$ cat config.mk
export PLATFORM = sky130hd
export DESIGN_NAME = probe_position_latch
export DESIGN_NICKNAME = d
export VERILOG_FILES = /design/src/verilog/probe_latch_pkg.sv /design/src/verilog/probe_position_latch.sv
export VERILOG_INCLUDE_DIRS = /design/src /design/src/verilog
export SDC_FILE = /design/constraint.sdc
export NUM_CORES = 1
export LEC_CHECK = 0
export BUFFER_PORTS_ARGS = -buffer_cell sky130_fd_sc_hd__buf_2
export CORE_MARGIN = 1.5
export CORE_UTILIZATION = 38
export DETAILED_ROUTE_END_ITERATION = 10
export GPL_TIMING_DRIVEN = 0
export PLACE_DENSITY = 0.64
export RECOVER_POWER = 50
export SETUP_SLACK_MARGIN = 0.3
export SYNTH_ARGS = -nofsm -noshare
export SYNTH_HDL_FRONTEND = slang
export SYNTH_SLANG_ARGS = --single-unit
$ cat constraint.sdc
create_clock -name ref_clk_in -period 2.9 [get_ports ref_clk_in]
set_input_delay 0.435 -clock ref_clk_in [delete_from_list [all_inputs] [get_ports ref_clk_in]]
set_output_delay 0.435 -clock ref_clk_in [all_outputs]
set_load 0.02 [all_outputs]
$ cat src/verilog/probe_latch_map.svh
// probe_latch_map.svh: register indices, field positions, reset values
// assumes inclusion by bare name from the design file
`ifndef PROBE_LATCH_MAP_SVH
`define PROBE_LATCH_MAP_SVH

// ****************************************************************
// object indices
// ****************************************************************
`define IDX_POLARITY_PARAM 16'h2007
`define IDX_CONTROL 16'h60B8
`define IDX_STATUS 16'h60B9
`define IDX_P1_RISE_POS 16'h60BA
`define IDX_P1_FALL_POS 16'h60BB
`define IDX_P2_RISE_POS 16'h60BC
`define IDX_P2_FALL_POS 16'h60BD

// ****************************************************************
// reset values and field positions
// ****************************************************************
`define POLARITY_RESET 16'h0003
`define PROBE_MODE_NETWORK 4'h9
`define CTRL_ENABLE_BIT 0
`define CTRL_MODE_BIT 1
`define CTRL_RISE_BIT 4
`define CTRL_FALL_BIT 5
`define STAT_ENABLE_BIT 0
`define STAT_RISE_BIT 1
`define STAT_FALL_BIT 2
`define CHANNEL_STRIDE 8

`endif

$ cat src/verilog/probe_latch_pkg.sv
// probe_latch_pkg.sv: types shared by the probe latch
// assumes probe_latch_map.svh is on the include path
package probe_latch_pkg;
    // register access request from the dictionary side
    typedef struct packed {
        logic wr;
        logic rd;
        logic [15:0] index;
        logic [31:0] wdata;
    } obj_req_s;
    // per-channel edge event pair
    typedef struct packed {
        logic rise;
        logic fall;
    } edge_pair_s;
endpackage

$ cat src/verilog/probe_position_latch.sv
// probe_position_latch.sv: two-channel touch-probe position latch
// assumes position_in on ref_clk_in, probe pairs already made single ended
`timescale 1ns/1ps
`include "probe_latch_map.svh"

module probe_position_latch
(
    input wire logic ref_clk_in,
    input wire logic rstn_in,
    input wire logic probe_input_one_in,
    input wire logic probe_input_two_in,
    input wire logic [3:0] control_mode_selector_in,
    input wire logic [31:0] position_in,
    input wire probe_latch_pkg::obj_req_s req_in,
    output logic [31:0] rdata_out,
    output logic rvalid_out,
    output logic [1:0] pulse_format_out,
    output logic [1:0] probe_level_out
);

    // ****************************************************************
    // helpers
    // ****************************************************************
    // index decoding used by read and write paths
    function automatic logic is_index(input logic [15:0] idx, input logic [15:0] want);
        is_index = (idx == want);
    endfunction

    logic [15:0] polarity_param;
    logic [15:0] next_polarity_param;
    logic [15:0] control;
    logic [15:0] next_control;
    logic [1:0] pins;
    logic [2:0] sync [1:0];
    logic [2:0] next_sync [1:0];
    logic [1:0] level;
    logic [1:0] next_level;
    logic [1:0] invert;
    probe_latch_pkg::edge_pair_s ev [1:0];
    logic [15:0] status;
    logic [15:0] next_status;
    logic [31:0] pos [3:0];
    logic [31:0] next_pos [3:0];
    logic [31:0] next_rdata;
    logic next_rvalid;

    assign pins = {probe_input_two_in, probe_input_one_in};

    // ****************************************************************
    // parameter and control objects
    // ****************************************************************
    // host writes to the polarity parameter and probe control word
    always_comb
    begin
        next_polarity_param = polarity_param;
        next_control = control;
        if (req_in.wr && is_index(req_in.index, `IDX_POLARITY_PARAM))
        begin
            next_polarity_param = req_in.wdata[15:0];
        end
        if (req_in.wr && is_index(req_in.index, `IDX_CONTROL))
        begin
            next_control = req_in.wdata[15:0];
        end
    end

    always_ff @(posedge ref_clk_in or negedge rstn_in)
    begin
        if (!rstn_in)
        begin
            polarity_param <= `POLARITY_RESET;
            control <= 16'h0000;
        end
        else
        begin
            polarity_param <= next_polarity_param;
            control <= next_control;
        end
    end

    // inversion only in network mode; a set bit means no inversion
    always_comb
    begin
        if (control_mode_selector_in == `PROBE_MODE_NETWORK)
        begin
            invert = ~polarity_param[1:0];
        end
        else
        begin
            invert = 2'h0;
        end
    end

    // otherwise the field selects the command pulse format
    assign pulse_format_out = polarity_param[1:0];

    // ****************************************************************
    // per channel synchroniser, edge detect and latch
    // ****************************************************************
    genvar ch;
    generate
        for (ch = 0; ch < 2; ch++)
        begin : g_chan
            localparam int base = ch * `CHANNEL_STRIDE;
            logic en;
            logic cont;
            // three-stage sync; level moves only when stages two and three agree
            always_comb
            begin
                next_sync[ch] = {sync[ch][1:0], pins[ch]};
                next_level[ch] = level[ch];
                if (sync[ch][1] == sync[ch][2])
                begin
                    next_level[ch] = sync[ch][2] ^ invert[ch];
                end
            end
            assign ev[ch].rise = next_level[ch] & ~level[ch];
            assign ev[ch].fall = ~next_level[ch] & level[ch];
            assign en = control[base + `CTRL_ENABLE_BIT];
            assign cont = control[base + `CTRL_MODE_BIT];

            // status flags and captures; single mode stops after first hit
            always_comb
            begin
                next_status[base +: `CHANNEL_STRIDE] = status[base +: `CHANNEL_STRIDE];
                next_pos[2 * ch] = pos[2 * ch];
                next_pos[2 * ch + 1] = pos[2 * ch + 1];
                next_status[base + `STAT_ENABLE_BIT] = en;
                if (!en)
                begin
                    next_status[base + `STAT_RISE_BIT] = 1'b0; // rearm by disable
                    next_status[base + `STAT_FALL_BIT] = 1'b0;
                end
                else
                begin
                    if (ev[ch].rise && control[base + `CTRL_RISE_BIT]
                        && (cont || !status[base + `STAT_RISE_BIT]))
                    begin
                        next_pos[2 * ch] = position_in;
                        next_status[base + `STAT_RISE_BIT] = 1'b1;
                    end
                    if (ev[ch].fall && control[base + `CTRL_FALL_BIT]
                        && (cont || !status[base + `STAT_FALL_BIT]))
                    begin
                        next_pos[2 * ch + 1] = position_in;
                        next_status[base + `STAT_FALL_BIT] = 1'b1;
                    end
                end
            end

            always_ff @(posedge ref_clk_in or negedge rstn_in)
            begin
                if (!rstn_in)
                begin
                    sync[ch] <= 3'h0;
                    level[ch] <= 1'b0;
                    status[base +: `CHANNEL_STRIDE] <= 8'h00;
                    pos[2 * ch] <= 32'h00000000;
                    pos[2 * ch + 1] <= 32'h00000000;
                end
                else
                begin
                    sync[ch] <= next_sync[ch];
                    level[ch] <= next_level[ch];
                    status[base +: `CHANNEL_STRIDE] <= next_status[base +: `CHANNEL_STRIDE];
                    pos[2 * ch] <= next_pos[2 * ch];
                    pos[2 * ch + 1] <= next_pos[2 * ch + 1];
                end
            end
        end
    endgenerate

    assign probe_level_out = level;

    // ****************************************************************
    // read path
    // ****************************************************************
    // one-cycle registered read; unknown index reads zero
    always_comb
    begin
        next_rvalid = req_in.rd;
        next_rdata = 32'h00000000;
        if (req_in.rd)
        begin
            if (is_index(req_in.index, `IDX_POLARITY_PARAM)) next_rdata = {16'h0000, polarity_param};
            else if (is_index(req_in.index, `IDX_CONTROL)) next_rdata = {16'h0000, control};
            else if (is_index(req_in.index, `IDX_STATUS)) next_rdata = {16'h0000, status};
            else if (is_index(req_in.index, `IDX_P1_RISE_POS)) next_rdata = pos[0];
            else if (is_index(req_in.index, `IDX_P1_FALL_POS)) next_rdata = pos[1];
            else if (is_index(req_in.index, `IDX_P2_RISE_POS)) next_rdata = pos[2];
            else if (is_index(req_in.index, `IDX_P2_FALL_POS)) next_rdata = pos[3];
            else next_rdata = 32'h00000000;
        end
    end

    always_ff @(posedge ref_clk_in or negedge rstn_in)
    begin
        if (!rstn_in)
        begin
            rdata_out <= 32'h00000000;
            rvalid_out <= 1'b0;
        end
        else
        begin
            rdata_out <= next_rdata;
            rvalid_out <= next_rvalid;
        end
    end

endmodule // probe_position_latch
==> reports/qor.txt <==
Max-cap violations - 1
number of synthesized flops with an enable pin - 0
WP data arrival - 2.84 ns
count leader, synth - dfrtp_1
site row count - 56
H-tree levels - 1
Yosys top cell by area - dfrtp_1
ratio of final minimum period to clock period - 85.7%
Hold Buf Count CTS - 0
Max-slew headroom - -8.70%
gr usage total - 18.2%
diodes inserted - 0
async set or reset register ratio after synthesis - 100%
Post-CTS Resized - 0
R2R depth - 4
# IOs - 127
Setup Skew - 0.00809 ns
hold path depth - 1
CTS Buf Count - 23
first-pass GRT wire length - 36.5 mm
Synth cell types - 55
design area - 11000 um2
Synth Register Bits - 207
final wirelength - 22.9 mm
detailed router's first-iteration violation count - 438
clk buf depth - 3
post-route DRC violation count - 0
post-detail-place hpwl - 15.5 mm
CP max FO - 10
Area Growth Syn to Fin - 18.9%
run status - complete, but fails checks
Reg clk slew, reported paths - 0.06 ns
routed vias - 6212
Peak Freq - 0.402 GHz
post-DR wirelength/cell - 20.1 um
final setup margin - 0.414 ns
Hold Crit Class - primary input to register
critical path class - primary input to register
CP Cell Sequence - buf_2 -> nor4_2 -> nand4_1 -> nor3_2 -> buf_2 -> a211oi_1
Yosys top cell area share - 55.5%
Mapped Cells - 668
CTS tree - built
Port Buf Inserts - 109
die width - 159 um
hold_ws - 0.0371 ns
setup slack at placement - -0.108 ns
GRT overflow - 0
number of antenna-violating nets in the routed design - 0
Slew Limit Fails - 118
# placed instances - 1098
largest net degree at the start of global routing - 118
setup violators final - 0
sequential cell area fraction in the yosys report - 56.1%
Post-CTS Setup Inserts - 0
most used cell, CP - buf_2
CP endpoint kind - register
pwr dens - 578 nW/um2
final core utilization - 46.4%
vias in the first global route - 6372
RSZ-0062 raised after global routing - false
Vias/cell - 5.46
die span in y - 159 um
clk sink count - 207
Synth area leaders - dfrtp_1, mux2_2, mux2_4, a221oi_1, mux2i_1
Yosys warnings - 0
Period minus WS final - 2.49 ns
Starting Density - 39.0%
synthesized cell area - 9240 um2
Reg2Reg Setup Slack - 0.59 ns
CP startpoint kind - primary input
clock root buffer master - clkbuf_16
dominant synthesized flop cell - dfrtp_1
failing checks - capacitance limit, slew limit
die area - 25300 um2
Synthesized Nets - 758
worst-margin pin slew - 1.63 ns
Synth top cells by count - dfrtp_1, mux2_2, mux2_4, a221oi_1, mux2i_1
worst vdd ir - 0.334 mV
core area - 23700 um2
syn avg cell area - 13.8 um2
worst endpoint required time - 3.25 ns
Slowest cell on crit path - nor3_2
Clock Latency Late Sink - 0.51 ns
RD Place Congestion - 0.816
Final Hold Fails - 0
cell area after placement - 10300 um2
layout cells sized above 1 - 42.2%
first drt pass iteration count - 5
Final #Nets - 894
initial antenna violation count - 0
leak pwr - 5.04 nW
Non-Filler Instances - 1137
slowest stage delay, CP - 0.73 ns
-- flip-flops by register name (all words and copies together), names as in the netlist --
| name | count |
|---|---|
| status | 6 |
| pos | 128 |
| rvalid_out | 1 |
| control | 16 |
| sync | 2 |
| next_sync | 4 |
| rdata_out | 32 |
| probe_level_out | 2 |
| polarity_param | 16 |
-- cell type report --
type                            instances  area [um2]
Buffer                                 48         275
Clock buffer                           30         632
Clock inverter                          9         154
Fill cell                            2191       12700
Inverter                                6        22.5
Multi-Input combinational cell        407        3760
Sequential cell                       207        5180
Tap cell                              319         399
Timing Repair Buffer                  111         564
-- per-layer routing --
| metal | routed length (um) | part of all wire (%) | GRT usage (%) |
|---|---|---|---|
| met5 | 0 | 0 | 0 |
| met4 | 410 | 1.8 | 4.80 |
| met3 | 1210 | 5.3 | 2.74 |
| met2 | 10400 | 45 | 28.0 |
| met1 | 10900 | 48 | 27.0 |
-- final timing paths --
check                                   start                 end
max in group asynchronous             rstn_in       rdata_out[29]
max                                req_in[38]       rdata_out[22]
min                        probe_input_one_in        next_sync[1]
min reg2reg                      next_sync[1]        next_sync[2]
max reg2reg                 polarity_param[0]              pos[7]
min in group asynchronous             rstn_in  polarity_param[14]
-- cells by family after synthesis --
family | share of synthesized area [%]
AND/OR/NAND/NOR | 7.65
buffers and inverters | 3.22
AO/OA/AOI/OAI | 9.80
multiplexers | 23.2
flip-flops | 56.1
-- power breakdown --
group          leakage, nW  total (mW)  switching (mW)  internal, mW
combinational         1.94       0.326           0.192         0.134
sequential            2.72        3.00          0.0422          2.96
clock                0.379        3.03            1.15          1.88
total                 5.04        6.36            1.38          4.98
-- worst max-delay path: cells and delay by family --
kind | cells | cell delay (ns)
buffers and inverters | 2 | 0.51
and+or+nand+nor | 3 | 1.74
AOI/OAI and AO/OA | 1 | 0.14
-- placed cells by master (no fill, tap or decap), types with 3 or more instances in the layout --
cell type,count
nor2b_1,3
mux2i_1,20
o21a_1,5
o21ai_0,10
nand4_1,15
buf_4,6
clkbuf_8,3
a2111oi_0,4
o211a_1,4
a21oi_1,15
o311ai_0,10
a221o_1,5
nand2_1,8
buf_6,8
buf_2,120
buf_1,3
nand3_1,19
nor3_1,13
inv_1,6
mux2_4,30
mux2_2,131
a31oi_1,10
clkbuf_16,23
and3_1,5
and2_1,3
clkbuf_1,24
nand3b_1,12
bufinv_16,4
nand2b_1,6
dfrtp_1,205
a211oi_1,18
a221oi_1,26
-- per-stage QoR --
stage          setup TNS, ns  power, mW
2_1_floorplan              0       3.19
3_3_place_gp         -449.17       3.37
3_5_place_dp          -0.749       3.39
4_1_cts                    0       6.43
5_1_grt                    0       6.59
6_report                   0       6.36
(Power assumes the default switching activity.)
